`config.mk`:
```
export PLATFORM = sky130hd
export DESIGN_NAME = dbr_sequencer
export DESIGN_NICKNAME = d
export VERILOG_FILES = /design/src/dbr_pkg.sv /design/src/dbr_sequencer.sv
export SDC_FILE = /design/constraint.sdc
export NUM_CORES = 1
export LEC_CHECK = 0
export BUFFER_PORTS_ARGS = -buffer_cell sky130_fd_sc_hd__buf_2
export CAP_MARGIN = 20
export CORE_MARGIN = 1
export CORE_UTILIZATION = 45
export DETAILED_ROUTE_END_ITERATION = 6
export SYNTH_ARGS = -nofsm -noshare
export SYNTH_HDL_FRONTEND = slang
export SYNTH_SLANG_ARGS = --single-unit
```
`constraint.sdc`:
```
create_clock -name clk_sys -period 4.01 [get_ports clk_sys]
set_input_delay 0.6015 -clock clk_sys [delete_from_list [all_inputs] [get_ports clk_sys]]
set_output_delay 0.6015 -clock clk_sys [all_outputs]
set_load 0.02 [all_outputs]
```
`src/dbr_pkg.sv`:
```
// package of constants and types for the dma bus request sequencer
//----------------------------------------------------------------
// Summary of operation
//----------------------------------------------------------------
// Summary of operation
// [RULE1] raise the bus request at the first rising edge after a channel activates; the code raises it at the second edge
// [RULE2] sample the bus grant within the same state the request is raised
// [RULE3] present the read or write access request at the rising edge after grant
// [RULE4] request and grant take two states, so transfers are two states apart
// [RULE5] single address transfer: two states activation wait, then the data access
// [RULE6] each of four channels keeps its transfer information in its own registers
// [RULE7] one transfer needs only the handshake plus one access, about 0.1 us at 20 MHz
// [RULE8] port width is left to the bus controller, which splits or joins accesses
// [RULE9] external address keeps its last value during internal space accesses
// [RULE10] count reaching zero clears the enable bit; requests ignored until set again
// [RULE11] edge sensing: first activation after enabling is taken from a low level
// [RULE12] concurrent requests are served one at a time through one shared request
package dbr_pkg;
  //----------------------------------------------------------------
  // widths and counts
  //----------------------------------------------------------------
  localparam int NUM_CH = 4;
  localparam int ADDR_W = 24;
  localparam int DATA_W = 16;
  localparam int CNT_W = 16;
  //----------------------------------------------------------------
  // address stepping and reset values
  //----------------------------------------------------------------
  localparam logic [ADDR_W-1:0] ADDR_STEP = 24'h000002;
  localparam logic [ADDR_W-1:0] ADDR_RST = 24'h000000;
  localparam logic [ADDR_W-1:0] INT_BASE_DFLT = 24'hff0000;
  localparam logic [CNT_W-1:0] CNT_ONE = 16'h0001;
  localparam logic [CNT_W-1:0] CNT_ZERO = 16'h0000;
  //----------------------------------------------------------------
  // timing
  //----------------------------------------------------------------
  localparam int CLK_PERIOD_NS = 10;
  localparam int HANDSHAKE_STATES = 2;
  localparam int MIN_XFER_NS = 100;
  localparam int MIN_XFER_CYC = (MIN_XFER_NS + CLK_PERIOD_NS - 1) / CLK_PERIOD_NS;
  //----------------------------------------------------------------
  // sequencer states
  //----------------------------------------------------------------
  typedef enum logic [1:0] {
    ST_IDLE,
    ST_REQ,
    ST_ACC1,
    ST_ACC2
  } dbr_state_type;
endpackage

```
`src/dbr_sequencer.sv`:
```
// four channel dma bus request sequencer facing the internal bus controller
`timescale 1ns/1ps
`default_nettype none
module dbr_sequencer #(
  parameter int NUM_CH = dbr_pkg::NUM_CH,
  parameter logic [dbr_pkg::ADDR_W-1:0] INT_BASE = dbr_pkg::INT_BASE_DFLT
) (
  // clock and reset
  input wire logic clk_sys,
  input wire logic arst_n,
  // channel set up, one load strobe per channel
  input wire logic [NUM_CH-1:0] cfg_load,
  input wire logic [dbr_pkg::ADDR_W-1:0] cfg_src,
  input wire logic [dbr_pkg::ADDR_W-1:0] cfg_dst,
  input wire logic [dbr_pkg::CNT_W-1:0] cfg_count,
  input wire logic cfg_edge_sense,
  input wire logic cfg_single,
  input wire logic cfg_single_write,
  input wire logic [NUM_CH-1:0] channel_transfer_enable_set,
  // activation sources
  input wire logic [NUM_CH-1:0] external_transfer_request_pin_n,
  input wire logic [NUM_CH-1:0] internal_activation,
  // bus controller side
  output logic bus_req_q,
  input wire logic bus_grant,
  output logic acc_req_q,
  output logic acc_write_q,
  output logic [dbr_pkg::ADDR_W-1:0] acc_addr_q,
  output logic [dbr_pkg::DATA_W-1:0] acc_wdata_q,
  input wire logic [dbr_pkg::DATA_W-1:0] acc_rdata,
  input wire logic acc_done,
  // external address bus
  output logic [dbr_pkg::ADDR_W-1:0] ext_addr_q,
  // status
  output logic [NUM_CH-1:0] channel_transfer_enable_bit_q,
  output logic [NUM_CH-1:0] xfer_end_q
);
  //----------------------------------------------------------------
  // elaboration check
  //----------------------------------------------------------------
  if (NUM_CH < 1 || NUM_CH > dbr_pkg::NUM_CH) begin : g_bad_ch
    $error("dbr_sequencer: NUM_CH must be 1 to 4");
  end

  //----------------------------------------------------------------
  // declarations
  //----------------------------------------------------------------
  dbr_pkg::dbr_state_type state_q, state_d;
  logic [dbr_pkg::ADDR_W-1:0] src_q [NUM_CH];
  logic [dbr_pkg::ADDR_W-1:0] dst_q [NUM_CH];
  logic [dbr_pkg::CNT_W-1:0] cnt_q [NUM_CH];
  logic [NUM_CH-1:0] edge_q, single_q, swr_q, first_q, pend_q, pin_prev_q;
  logic [NUM_CH-1:0] detect, sel_oh;
  logic [1:0] sel_q, pick;
  logic any_pend, grant_take, finish, last_xfer, next_write, next_ext;
  logic [dbr_pkg::ADDR_W-1:0] next_addr;

  //----------------------------------------------------------------
  // selection and decode
  //----------------------------------------------------------------
  // lowest channel wins; one shared request serves one channel at a time
  function automatic logic [1:0] pick_low(input logic [NUM_CH-1:0] p);
    logic [1:0] r;
    r = 2'h0;
    for (int i = NUM_CH - 1; i >= 0; i--) begin
      if (p[i]) begin
        r = 2'(i);
      end
    end
    return r;
  endfunction

  // [RULE12] single shared request
  assign pick = pick_low(pend_q);
  assign any_pend = |pend_q;
  // [RULE2] grant sampled while request stands
  assign grant_take = (state_q == dbr_pkg::ST_REQ) && bus_grant;
  // [RULE5] single address mode ends after one access
  assign finish = acc_done && ((state_q == dbr_pkg::ST_ACC2) ||
                  ((state_q == dbr_pkg::ST_ACC1) && single_q[sel_q]));
  // [RULE10] last transfer of the block
  assign last_xfer = (cnt_q[sel_q] == dbr_pkg::CNT_ONE) || (cnt_q[sel_q] == dbr_pkg::CNT_ZERO);
  // [RULE8] word accesses only; width split belongs to the bus controller
  assign next_write = grant_take ? (single_q[sel_q] & swr_q[sel_q]) : 1'b1;
  assign next_addr = grant_take ? src_q[sel_q] : dst_q[sel_q];
  // [RULE9] internal space never shows on the external address bus
  assign next_ext = next_addr < INT_BASE;

  //----------------------------------------------------------------
  // per channel transfer information
  //----------------------------------------------------------------
  // [RULE6] dedicated registers per channel
  for (genvar c = 0; c < NUM_CH; c++) begin : g_ch
    logic served, done_here, clear_en;
    assign sel_oh[c] = (sel_q == 2'(c));
    assign served = grant_take && sel_oh[c];
    assign done_here = finish && sel_oh[c];
    assign clear_en = done_here && last_xfer;
    // [RULE11] first activation after enabling is level sensed
    assign detect[c] = channel_transfer_enable_bit_q[c] && !clear_en &&
                       (internal_activation[c] || (!external_transfer_request_pin_n[c] &&
                       (!edge_q[c] || first_q[c] || pin_prev_q[c])));

    // channel set up and address stepping
    always_ff @(posedge clk_sys or negedge arst_n) begin
      if (!arst_n) begin
        src_q[c] <= dbr_pkg::ADDR_RST;
        dst_q[c] <= dbr_pkg::ADDR_RST;
        cnt_q[c] <= dbr_pkg::CNT_ZERO;
        edge_q[c] <= 1'b0;
        single_q[c] <= 1'b0;
        swr_q[c] <= 1'b0;
      end else if (cfg_load[c]) begin
        src_q[c] <= cfg_src;
        dst_q[c] <= cfg_dst;
        cnt_q[c] <= cfg_count;
        edge_q[c] <= cfg_edge_sense;
        single_q[c] <= cfg_single;
        swr_q[c] <= cfg_single_write;
      end else if (done_here) begin
        src_q[c] <= src_q[c] + dbr_pkg::ADDR_STEP;
        dst_q[c] <= single_q[c] ? dst_q[c] : dst_q[c] + dbr_pkg::ADDR_STEP;
        cnt_q[c] <= cnt_q[c] - dbr_pkg::CNT_ONE;
      end
    end

    // enable, first-activation flag, pending request, pin history
    always_ff @(posedge clk_sys or negedge arst_n) begin
      if (!arst_n) begin
        channel_transfer_enable_bit_q[c] <= 1'b0;
        first_q[c] <= 1'b0;
        pend_q[c] <= 1'b0;
        pin_prev_q[c] <= 1'b1;
        xfer_end_q[c] <= 1'b0;
      end else begin
        // [RULE10] software set wins over the end-of-block clear
        channel_transfer_enable_bit_q[c] <= channel_transfer_enable_set[c] ||
                                            (channel_transfer_enable_bit_q[c] && !clear_en);
        first_q[c] <= channel_transfer_enable_set[c] ||
                      (first_q[c] && !(detect[c] && !external_transfer_request_pin_n[c]));
        // new detection wins over the service clear
        pend_q[c] <= detect[c] || (pend_q[c] && !served && !clear_en);
        pin_prev_q[c] <= external_transfer_request_pin_n[c];
        xfer_end_q[c] <= clear_en;
      end
    end
  end

  //----------------------------------------------------------------
  // request, grant and access sequencer
  //----------------------------------------------------------------
  // next state; the wait for acc_done is the bus controller's to bound
  // [RULE4] request then grant, two states before the first access of each transfer
  always_comb begin
    state_d = state_q;
    unique case (state_q)
      dbr_pkg::ST_IDLE: begin
        if (any_pend) begin
          state_d = dbr_pkg::ST_REQ;
        end
      end
      dbr_pkg::ST_REQ: begin
        if (bus_grant) begin
          state_d = dbr_pkg::ST_ACC1;
        end
      end
      dbr_pkg::ST_ACC1: begin
        if (acc_done) begin
          state_d = single_q[sel_q] ? dbr_pkg::ST_IDLE : dbr_pkg::ST_ACC2;
        end
      end
      dbr_pkg::ST_ACC2: begin
        if (acc_done) begin
          state_d = dbr_pkg::ST_IDLE;
        end
      end
    endcase
  end

  // [RULE1] request raised two edges after activation, one edge after the pending flag
  always_ff @(posedge clk_sys or negedge arst_n) begin
    if (!arst_n) begin
      state_q <= dbr_pkg::ST_IDLE;
      bus_req_q <= 1'b0;
      sel_q <= 2'h0;
    end else begin
      state_q <= state_d;
      bus_req_q <= (state_d == dbr_pkg::ST_REQ);
      if (state_q == dbr_pkg::ST_IDLE && any_pend) begin
        sel_q <= pick;
      end
    end
  end

  // [RULE3] access request the edge after grant
  // [RULE7] no idle state between grant and access keeps the fast path
  always_ff @(posedge clk_sys or negedge arst_n) begin
    if (!arst_n) begin
      acc_req_q <= 1'b0;
      acc_write_q <= 1'b0;
      acc_addr_q <= dbr_pkg::ADDR_RST;
      acc_wdata_q <= '0;
      ext_addr_q <= dbr_pkg::ADDR_RST;
    end else if (grant_take || (acc_done && state_q == dbr_pkg::ST_ACC1 && !single_q[sel_q])) begin
      acc_req_q <= 1'b1;
      acc_write_q <= next_write;
      acc_addr_q <= next_addr;
      if (!grant_take) begin
        acc_wdata_q <= acc_rdata;
      end
      // [RULE9] hold external address for internal space
      if (next_ext) begin
        ext_addr_q <= next_addr;
      end
    end else if (finish) begin
      acc_req_q <= 1'b0;
    end
  end
endmodule
`default_nettype wire

```
---- Yosys cells after proc, flatten, opt, wreduce, memory -nomap -nowiden ----
Index checks and enable logic that the tools add are counted.
cells by class
  magnitude comparators ................... 3
  bitwise gates (word level) .............. 3
  muxes and demuxes ....................... 55
  reductions and logical operators ........ 109
  add/subtract/negate cells ............... 12
  eq/ne operators ......................... 12
operator list
  cell                     count
  $mux W24                 25
  $add A24 B2 Y24 const B  8
  $mux W16                 10
  $bmux W24 S2             2
  $sub A16 B1 Y16 const B  4
  $logic_and A1 B1 Y1      46
  $bmux W16 S2             1
  $logic_or A1 B1 Y1       27
  $lt A24 B24 Y1 const B   1
  $logic_not A1 Y1         21
  $mux W2                  9
  $eq A16 B1 Y1 const B    1
  $logic_not A16 Y1        1
  $reduce_and A2 Y1        6
  $reduce_bool A2 Y1       5
  $eq A2 B2 Y1 const B     4
  $ne A2 B2 Y1 const B     4
  $pmux W2 S4              1
  $eq A2 B1 Y1 const B     3
  $mux W1                  5
  $bmux W1 S2              2
  $logic_not A2 Y1         2
  $reduce_or A4 Y1         1
  $ge A3 B3 Y1 const B     1
  4 further kinds          4
storage, ports and cells
  register bits ........................... 359
  output and inout bits ................... 75
  logic and storage cells ................. 246
  input port bits ......................... 103

---- Logic depth before layout (Yosys ltp) ----
Gate-level depths: netlist of run 1.
  word-level depth ........................ 14
  mapped depth ............................ 9
  depth with buffers taken out ............ 6

---- Least setup slack after synthesis of run 1 ----
OpenSTA, ideal clock, no wires.
  kind .................................... flip-flop to flip-flop
  start point ............................. register sel_q[0]
  end point ............................... register ext_addr_q[13] in the netlist's numbering
  data required time ...................... 3.883 ns
  path buffers ............................ 2
  slack ................................... 1.689 ns
  arrival time ............................ 2.194 ns
  cell stages (with the launch flop) ...... 8
  period minus slack after synthesis ...... 2.321 ns
  setup time .............................. 0.127 ns
  cell sequence ........................... dfrtp_1 -> buf_4 -> mux4_2 -> nor3_4 -> nor2_2 -> a31oi_4 -> buf_4 -> mux2_1
on the way
  word-level cells in the longest chain between the ends .. 7
  elaborated cells on any way between the ends .. 15
  those cells by class .................... 1 x order compare; 9 x mux; 1 x bitwise; 4 x reduce/logical
ends and longest elaborated chain
  element                                       RTL line              RTL
  from (decl)                                   dbr_sequencer.sv:54   logic [1:0] sel_q, pick;
  from (signal assigned)                        dbr_sequencer.sv:190  sel_q <= pick;
  $not A2 Y3 (not written as such)              dbr_sequencer.sv:85   assign next_addr = grant_take ? src_q[sel_q] : dst_q[sel_q];
  $bmux W24 S2                                  dbr_sequencer.sv:85
  $mux W24 (not written as such) (2 in series)  dbr_sequencer.sv:85
  $mux W24                                      dbr_sequencer.sv:85
  $lt A24 B24 Y1                                dbr_sequencer.sv:87   assign next_ext = next_addr < INT_BASE;
  $reduce_and A2 Y1 (no line)                   n/a
  to (signal assigned)                          dbr_sequencer.sv:203  ext_addr_q <= dbr_pkg::ADDR_RST;
  to (signal assigned)                          dbr_sequencer.sv:213  ext_addr_q <= next_addr;
  to (decl)                                     dbr_sequencer.sv:33   output logic [dbr_pkg::ADDR_W-1:0] ext_addr_q,
Parallel ways exist; a longest one is shown, timed or not. The select of a mux whose other input is x is not followed.
A chain may end at the register's enable or synchronous reset.

---- Worst setup path after layout of run 1 ----
  start point ............................. register sel_q[1]
  end point ............................... register acc_addr_q[7] in the netlist's numbering
on the way
  word-level cells in the longest chain between the ends .. 5
  elaborated cells on any way between the ends .. 13
  those cells by class .................... 9 x mux; 1 x bitwise; 3 x reduce/logical
ends and longest elaborated chain
  element                                                                       RTL line                                   RTL
  $not A2 Y3 (not written as such) / $bmux W1 S2 (equally long branches)        dbr_sequencer.sv:85, dbr_sequencer.sv:204
  $bmux W24 S2 / $mux W1 (equally long branches)                                dbr_sequencer.sv:85, dbr_sequencer.sv:204
  $mux W24 (not written as such) / $logic_not A1 Y1 (equally long branches)     dbr_sequencer.sv:85, dbr_sequencer.sv:204
  $mux W24 (not written as such) / $logic_and A1 B1 Y1 (equally long branches)  dbr_sequencer.sv:85, dbr_sequencer.sv:204
  $mux W24 / $logic_or A1 B1 Y1 (equally long branches)                         dbr_sequencer.sv:85, dbr_sequencer.sv:204
  to (signal assigned)                                                          dbr_sequencer.sv:201                       acc_addr_q <= dbr_pkg::ADDR_RST;
  to (signal assigned)                                                          dbr_sequencer.sv:207                       acc_addr_q <= next_addr;
  to (decl)                                                                     dbr_sequencer.sv:28                        output logic [dbr_pkg::ADDR_W-1:0] acc_addr_q,
Parallel ways exist; a longest one is shown, timed or not. The select of a mux whose other input is x is not followed.

==> flow_summary.ini, run 1 <==
[pwr]
clkPwrFrac_pct = 32.4
ir_drop_v = 0.0003272
power.total_mw = 13.10
seqPwrFrac_pct = 37.3
p_int_mw = 8.487
p_sw_mw = 4.615
combPwrFrac_pct = 30.3
p_leak_nw = 9.181
p_per_area_nw_per_um2 = 579.5
switching_share_pct = 35.23

[synthesis]
synth_top_area_share_pct = 45.08
synthSimpleGateAreaFrac_pct = 20.82
synthDistinctLibCells = 73
synth-adder-area-share_pct = 0.7619
ys_ff_latch = 359
ys_seq_area_share_pct = 45.61
synth_area_leader_cell = dfrtp_1
synth_nets = 2166
yosysMostFrequentCell = nand2_1
synth_compound_area_share_pct = 9.993
synth.area.mux_share_pct = 9.542
synth_edf_count = 0
synth-xor-area-share_pct = 9.733
synth_area_leaders = dfrtp_1 (45%), nand2_1 (7.6%), xnor2_1 (7.1%)
synth_top_family_by_area = simple AND/OR/NAND/NOR gates
synth_warnings = 0
postSynthAreaPerCell_um2 = 9.609
synthTopCellsByCount = nand2_1 (399), dfrtp_1 (355), o21ai_0 (197), xnor2_1 (159), nor2_1 (78)
synth-async-reset-ratio_pct = 100.0
netlist_area_um2 = 19710
synth_cells = 2051
synth_flop_cell = dfrtp_1

[setup_path]
rr_worst_depth = 4
worst_setup_path_start_kind = register
end_kind = register
r2r_end = acc_addr_q[7]
cp-endpoint = acc_addr_q[7]
critical_path_required_ns = 4.46
worstSetupPathType = register to register
cp_max_fo = 35
worst_path_max_delay_cell = dfrtp_4
startpoint = sel_q[1]
cp_cell_sequence = mux4_2 > or3_1 > nand2_2 > mux2_2
worst-r2r-setup-slack_ns = 0.89
timing.rr.start = sel_q[1]
worstPathArrival_ns = 3.57
cp_slowest_stage_delay_ns = 0.77

[sta]
max_slew_margin_pct = 38.10
worstMarginPinSlew_ns = 0.9286
tns_ns = 0
skew_ns = 0.009085
whs_ns = 0.001592
rsz0062_at_grt = false
max_clock_freq_mhz = 320.7
hold_viol = 0
period_needed_ns = 3.118
min_period_over_period_pct = 77.77
setup_viol = 0
drv_slew = 0
fin_ws_ns = 0.8916

[clocking]
clock-sinks = 359
clock_path_buffers = 3
cts_tree = built
cts_root_buf = clkbuf_16
cts_inserted_buffers = 42
ctsHoldBuffers = 0
clk-insertion-delay-late_ns = 0.57
ctsResizeCount = 0
post_cts_buffers = 0
clkTransAtPathRegs_ns = 0.06
ctsHtreeMaxLevel = 2

[die]
die-area_um2 = 44640
start_util_pct = 45.65
row_count = 76
chipHeight_um = 211.3
core_area_um2 = 43170
die_w_um = 211.3
ios = 178

[cells_and_area]
regArea_um2 = 8994
layout-drive-gt1-share_pct = 17.94
finalNetCount = 2303
nFillCells = 4020
multi_input_area_um2 = 10020
area_growth_pct = 14.72
fin_area_um2 = 22610

[detailed_routing]
drt_iter0_drc = 1236
dr.pass1.iters = 6
drc = 0
via_per_inst = 5.719
wire_per_inst_um = 20.93
antenna_left = 0
num_vias = 16040
drt-total-wl_mm = 58.70

[placed_design]
place_congestion = 0.8682
place_worst_setup_slack_ns = 0.8828
io_buffers = 177
dpl-instance-area_um2 = 21090
dp_hpwl_mm = 41.61

[worst_hold_path]
min_path_type = input pin to async pin

[global_routing]
grt_max_degree = 91
grt_pass1_wl_mm = 91.85
grt_pass1_vias = 15460
grt-ovfl-total = 0
grt_usage_pct = 26.98
antenna_found_initial = 3

[status]
outcome = finished, final reports clean

[run]
max_cap_violations = 0
-- routing by layer --
metal / wire length, um / global-route usage, % / vias up / part of all wire (%)
met3: 3970 / 4.862 / 89 / 6.8
met4: 1691 / 8.546 / 2 / 2.9
met1: 25850 / 37.87 / 7934 / 44
met5: 9 / 0 / - / 0.015
met2: 27180 / 42.32 / 527 / 46
li1: - / - / 7491 / -
-- power by group through the flow --
| stage | logic (mW) | registers, mW | clock network, mW |
|---|---|---|---|
| finish | 3.97 | 4.89 | 4.24 |
| global route | 4.29 | 4.98 | 4.44 |
| CTS | 3.99 | 4.89 | 4.31 |
| detailed placement | 3.97 | 4.95 | 0 |
| global placement | 3.93 | 4.92 | 0 |
| floorplan | 2.42 | 5.10 | 0 |
-- cells by family (layout without fill, tap and decap cells) --
| group | after synthesis | count (layout) |
|---|---|---|
| DFF | 359 | 359 |
| buffers and inverters | 161 | 329 |
| xor gates and xnor gates | 219 | 219 |
| and+or+nand+nor | 849 | 849 |
| muxes | 118 | 118 |
| adders and majority gates | 12 | 12 |
| other | 0 | 1 |
| AOI/OAI and AO/OA | 333 | 333 |
-- layout make-up --
type	count	share of cell area (%)
Antenna cell	1	0.01107
Sequential cell	359	39.78
Inverter	52	0.8634
Clock inverter	19	1.345
Tap cell	585	3.238
Timing Repair Buffer	202	5.058
Clock buffer	56	5.374
Multi-Input combinational cell	1531	44.33
-- worst max-delay path, delay by kind of cell (launching register included) --
kind | cells | cell delay [ns]
muxes | 2 | 0.85
DFF | 1 | 0.77
and+or+nand+nor | 2 | 1.35
-- layout by cell type (no fill, tap or decap), types with 47 or more instances in the layout --
cell / instances
nand3_1: 75
o21ai_0: 197
nor3_1: 65
buf_2: 172
nand2_1: 399
nor2_1: 78
mux4_2: 50
inv_1: 51
nand4_1: 47
dfrtp_1: 353
nor4_1: 63
xnor2_1: 159
xor2_1: 60
-- flip-flops by register name, indices dropped and copies added (netlist names) --
signal                         count
channel_transfer_enable_bit_q      4
bus_req_q                          1
cnt_q                             64
first_q                            4
xfer_end_q                         4
pin_prev_q                         4
pend_q                             4
acc_wdata_q                       16
sel_q                              2
dst_q                             96
state_q                            2
swr_q                              4
acc_req_q                          1
ext_addr_q                        24
acc_addr_q                        24
single_q                           4
acc_write_q                        1
edge_q                             4
src_q                             96
-- per-stage QoR --
| step | instances | util [%] |
|---|---|---|
| after floorplan | 2051 | - |
| after global placement | 2729 | 48.84 |
| after detailed placement | 2729 | 48.84 |
| after CTS | 2804 | 52.36 |
| after global routing | 2805 | 52.37 |
| final | 2805 | 52.37 |
-- worst min path at each step --
stage,start,end,slack [ns],cells after the start
6_report,arst_n,dst_q[84],0.002,1
5_1_grt,arst_n,dst_q[84],0.05,1
4_1_cts,arst_n,dst_q[82],0.04,1
3_5_place_dp,acc_wdata_q[14],acc_wdata_q[14],0.46,2
3_3_place_gp,acc_wdata_q[1],acc_wdata_q[1],0.45,2
2_1_floorplan,arst_n,acc_addr_q[0],0.31,0
No activity file was read; power rests on OpenSTA's default activity.
==> run 2, diff against run 1 <==
==> constraint.sdc (replaced) <==
create_clock -name clk_sys -period 2.98 [get_ports clk_sys]
set_input_delay 0.447 -clock clk_sys [delete_from_list [all_inputs] [get_ports clk_sys]]
set_output_delay 0.447 -clock clk_sys [all_outputs]
set_load 0.02 [all_outputs]
==> flow_summary.ini, run 2 (synthesis results as in run 1) <==
[detailed_routing]
drc = 0
wire_per_inst_um = 21.29
via_per_inst = 5.753
num_vias = 16360
dr.pass1.iters = 5
drt_iter0_drc = 1434
drt-total-wl_mm = 60.54
antenna_left = 0

[sta]
max_slew_margin_pct = 45.32
whs_ns = 0.05712
drv_slew = 0
max_clock_freq_mhz = 385.6
hold_viol = 0
period_needed_ns = 2.594
rsz0062_at_grt = false
worstMarginPinSlew_ns = 0.8203
fin_ws_ns = 0.3865
skew_ns = 0.01970
tns_ns = 0
setup_viol = 0
min_period_over_period_pct = 87.03

[pwr]
p_int_mw = 11.01
switching_share_pct = 36.23
combPwrFrac_pct = 32.2
p_leak_nw = 9.322
p_per_area_nw_per_um2 = 756.5
ir_drop_v = 0.0003927
p_sw_mw = 6.255
clkPwrFrac_pct = 29.7
seqPwrFrac_pct = 38.0

[setup_path]
cp_max_fo = 23
critical_path_required_ns = 3.43
end_kind = register
worstPathArrival_ns = 3.05
worstSetupPathType = register to register
worst-r2r-setup-slack_ns = 0.39
worst_setup_path_start_kind = register

[die]
core_area_um2 = 43170
row_count = 76
start_util_pct = 45.65
chipHeight_um = 211.3
ios = 178
die_w_um = 211.3
die-area_um2 = 44640

[clocking]
ctsResizeCount = 0
ctsHtreeMaxLevel = 2
clk-insertion-delay-late_ns = 0.58
clkTransAtPathRegs_ns = 0.06
post_cts_buffers = 0
clock_path_buffers = 3
clock-sinks = 359
cts_root_buf = clkbuf_16
cts_inserted_buffers = 42
cts_tree = built

[global_routing]
top_usage_layer = met2
antenna_found_initial = 1
met1_usage_pct = 37.77
grt_usage_pct = 27.74
grtUsageMet2_pct = 44.08
grt_pass1_vias = 16190
grt-ovfl-total = 0
use_met3_pct = 4.787
grt_max_degree = 121
grt_pass1_wl_mm = 94.80

[run]
max_cap_violations = 0

[cells_and_area]
nFillCells = 4024
final_util_pct = 52.87
reg.largest.list = dst_q (96), src_q (96), cnt_q (64)
layout_commonest_cell = nand2_1
finalNetCount = 2343
final_cell_mix = nand2_1 (399), dfrtp_1 (353), o21ai_0 (197)
layout-drive-gt1-share_pct = 18.92
area_growth_pct = 15.81

[placed_design]
place_congestion = 0.9245
io_buffers = 177
place_worst_setup_slack_ns = 0.3734
dp_hpwl_mm = 43.91

[status]
outcome = finished, final reports clean

[worst_hold_path]
min_path_type = input pin to register
run 2: changes by cell type in the layout (fill, tap and decap cells not counted), sizes merged:
cell         previous run  this run
clkbuf                 56        62
buf                   202       237
inv                    52        51
dlygate4sd3             0         5
clkinvlp                2         0
clkinv                  9        11
bufinv                  8         1
run 2: final cells by class:
class | count | area [um^2] | area share [%]
Antenna cell | 1 | 2.502 | 0.01096
Clock buffer | 62 | 1257 | 5.509
Clock inverter | 11 | 102.6 | 0.4495
Inverter | 52 | 195.2 | 0.8552
Multi-Input combinational cell | 1531 | 10020 | 43.91
Sequential cell | 359 | 8994 | 39.40
Tap cell | 585 | 732.0 | 3.207
Timing Repair Buffer | 242 | 1519 | 6.655
run 2: worst paths after layout:
| path | from | end | cells past startpoint |
|---|---|---|---|
| max in group asynchronous | arst_n | acc_addr_q[5] | 3 |
| worst min-delay path | channel_transfer_enable_set[1] | first_q[1] | 2 |
| min in group asynchronous | arst_n | dst_q[12] | 2 |
| worst min register to register | acc_wdata_q[10] | acc_wdata_q[10] | 2 |
| worst max-delay path | sel_q[1] | ext_addr_q[11] | 7 |
| worst max register to register | sel_q[1] | ext_addr_q[11] | 7 |
run 2: per-stage QoR:
stage                     power (mW)  cells  instance area, um^2
final                          17.27   2843                22820
after global routing           18.09   2842                22820
after CTS                      17.36   2842                22820
after detailed placement       12.19   2764                21410
after global placement         12.08   2764                21410
after floorplan                10.12   2051                19710
run 2: what timing repair did:
action                                 CTS  global route
hold buffers                             5             0
setup endpoints to repair                0             0
endpoints found under the hold margin   63             0
run 2: per-layer routing:
layer,routed length (um),vias to the layer above
met5,0,-
met4,2365,0
met3,3590,131
met2,28130,541
met1,26450,8123
li1,-,7560
run 2: critical path: stages, from the launching register on:
cell     delay (ns)
dfrtp_4        0.66
buf_4          0.33
mux4_2         0.37
nand4_1        0.11
nand2_1        0.13
a31oi_4        0.16
buf_4          0.33
mux2_1         0.36
run 2: power by group through the flow:
stage / sequential [mW] / clock [mW] / combinational (mW)
final: 6.57 / 5.13 / 5.57
after global routing: 6.69 / 5.42 / 5.99
after CTS: 6.56 / 5.22 / 5.58
after detailed placement: 6.64 / 0 / 5.55
after global placement: 6.62 / 0 / 5.46
after floorplan: 6.86 / 0 / 3.26
==> run 3, diff against run 2 <==
--- a/config.mk
+++ b/config.mk
@@ -5,11 +5,14 @@
 export SDC_FILE = /design/constraint.sdc
 export NUM_CORES = 1
 export LEC_CHECK = 0
-export BUFFER_PORTS_ARGS = -buffer_cell sky130_fd_sc_hd__buf_2
 export CAP_MARGIN = 20
+export CELL_PAD_IN_SITES_DETAIL_PLACEMENT = 1
+export CELL_PAD_IN_SITES_GLOBAL_PLACEMENT = 1
 export CORE_MARGIN = 1
 export CORE_UTILIZATION = 45
 export DETAILED_ROUTE_END_ITERATION = 6
+export DONT_BUFFER_PORTS = 1
+export PLACE_DENSITY_LB_ADDON = 0.1
 export SYNTH_ARGS = -nofsm -noshare
 export SYNTH_HDL_FRONTEND = slang
 export SYNTH_SLANG_ARGS = --single-unit
==> flow_summary.ini, run 3 (synthesis results as in run 1) <==
[status]
outcome = finished, violations left
failed_checks = negative hold slack

[clocking]
clk-insertion-delay-late_ns = 0.58
cts_tree = built
cts_root_buf = clkbuf_16
cts_inserted_buffers = 43
ctsHtreeMaxLevel = 2
clock_path_buffers = 3
clkTransAtPathRegs_ns = 0.06
ctsHoldBuffers = 112
clock-sinks = 359

[setup_path]
path_buf_inv = 2
cp_max_fo = 64
cpLargestDelayFamily = simple AND/OR/NAND/NOR gates
cp_slowest_stage_delay_ns = 0.55
worstSetupPathType = register to register
worst-r2r-setup-slack_ns = 0.14
worstPathArrival_ns = 3.31
cp_cell_sequence = buf_12 > and4_1 > nand4b_1 > nor4_1 > xnor2_1 > o21ai_0 > dlygate4sd3_1
end_kind = register
worst_setup_path_start_kind = register
timing.rr.start = sel_q[0]
worst_path_max_delay_cell = dlygate4sd3_1
r2r_end = cnt_q[14]
critical_path_required_ns = 3.44
rr_worst_depth = 7

[sta]
drv_slew = 0
tns_ns = 0
hold_viol = 355
skew_ns = 0.01650
whs_ns = -0.4153
rsz0062_at_grt = false
setup_viol = 0
max_clock_freq_mhz = 351.6
max_slew_margin_pct = 24.51
period_needed_ns = 2.845
worstMarginPinSlew_ns = 1.132
min_period_over_period_pct = 95.45

[detailed_routing]
dr.pass1.iters = 5
drt-total-wl_mm = 70.81
drt_iter0_drc = 1301
num_vias = 16670
antenna_left = 0
wire_per_inst_um = 25.68
via_per_inst = 6.048
drc = 0

[cells_and_area]
area_growth_pct = 16.31
finalNetCount = 2255
stdcell_count = 2757
reg.largest.list = dst_q (96), src_q (96), cnt_q (64)
layout-drive-gt1-share_pct = 11.19
layout_commonest_cell = nand2_1
final_cell_mix = nand2_1 (399), dfrtp_1 (353), o21ai_0 (197)
fin_area_um2 = 22920
diodes = 0

[worst_hold_path]
min_path_type = input pin to async pin

[run]
max_cap_violations = 0

[global_routing]
antenna_found_initial = 2
grt_pass1_vias = 17310
grt-ovfl-total = 0
top_usage_layer = met2
grtUsageMet2_pct = 52.69
met1_usage_pct = 43.27
grt_max_degree = 360
grt_pass1_wl_mm = 108.3
use_met3_pct = 5.546
grt_usage_pct = 32.36

[pwr]
p_leak_nw = 8.983
ir_drop_v = 0.0004142
power.total_mw = 17.15
switching_share_pct = 36.10
clkPwrFrac_pct = 31.6
seqPwrFrac_pct = 42.2
p_int_mw = 10.96
p_sw_mw = 6.190
combPwrFrac_pct = 26.2
p_per_area_nw_per_um2 = 748.1

[die]
chipHeight_um = 211.3
row_count = 76
die_w_um = 211.3
ios = 178
start_util_pct = 45.65
die-area_um2 = 44640
core_area_um2 = 43170

[placed_design]
io_buffers = 0
dp_hpwl_mm = 44.64
dp_cells = 2565
dpl-instance-area_um2 = 20270
place_congestion = 0.8984
==> run 3: worst max-delay path by stage <==
stage	start	endpoint	cells after the start
floorplan	sel_q[0]	ext_addr_q[13]	7
global placement	sel_q[1]	ext_addr_q[2]	7
detailed placement	sel_q[1]	ext_addr_q[2]	7
CTS	cnt_q[22]	cnt_q[27]	6
global route	sel_q[0]	cnt_q[14]	7
finish	sel_q[0]	cnt_q[14]	7
==> run 3: power groups by stage <==
stage                     combinational, mW  sequential [mW]  clock [mW]
final                                  4.49             7.24        5.42
after global routing                   4.83             7.35        5.67
after CTS                              4.46             7.23        5.51
after detailed placement               4.19             7.31           0
after global placement                 4.05             7.27           0
after floorplan                        3.26             6.86           0
==> run 3: per-layer routing <==
layer  wire length (um)  share of wire, %  up-vias
li1                   -                 -     7403
met1              30050                42     8634
met2              33910                48      494
met3               4265               6.0      142
met4               2578               3.6        0
met5                  0                 0        -
==> run 3: stage by stage <==
step / hold slack, ns / util, % / setup WS [ns]
floorplan: 0.1514 / - / 0.6587
global placement: 0.1744 / 46.95 / 0.3297
detailed placement: 0.1696 / 46.95 / 0.2393
CTS: -0.4428 / 52.99 / 0.03471
global route: -0.4298 / 53.10 / 0.007462
finish: -0.4153 / 53.10 / 0.1355
==> run 3: final cells by class <==
| type | instances | area (um^2) |
|---|---|---|
| Fill cell | 4890 | 20250 |
| Multi-Input combinational cell | 1531 | 10050 |
| Sequential cell | 359 | 8994 |
| Timing Repair Buffer | 153 | 1506 |
| Clock buffer | 65 | 1320 |
| Tap cell | 585 | 732.0 |
| Inverter | 52 | 195.2 |
| Clock inverter | 12 | 127.6 |
==> run 3: worst register-to-register path: cells and delay by family (launching register included) <==
| kind | cells | cell delay, ns |
|---|---|---|
| DFF | 1 | 0.39 |
| and+or+nand+nor | 3 | 1.20 |
| AOI/OAI and AO/OA | 1 | 0.08 |
| xor gates and xnor gates | 1 | 0.16 |
| buffers and inverters | 2 | 0.90 |
==> run 3: what timing repair did <==
action                                  in CTS  in global routing
endpoints found under the hold margin      600                359
endpoints found under the setup margin       0                  3
setup buffers                                0                  3
resized for setup                            0                  3
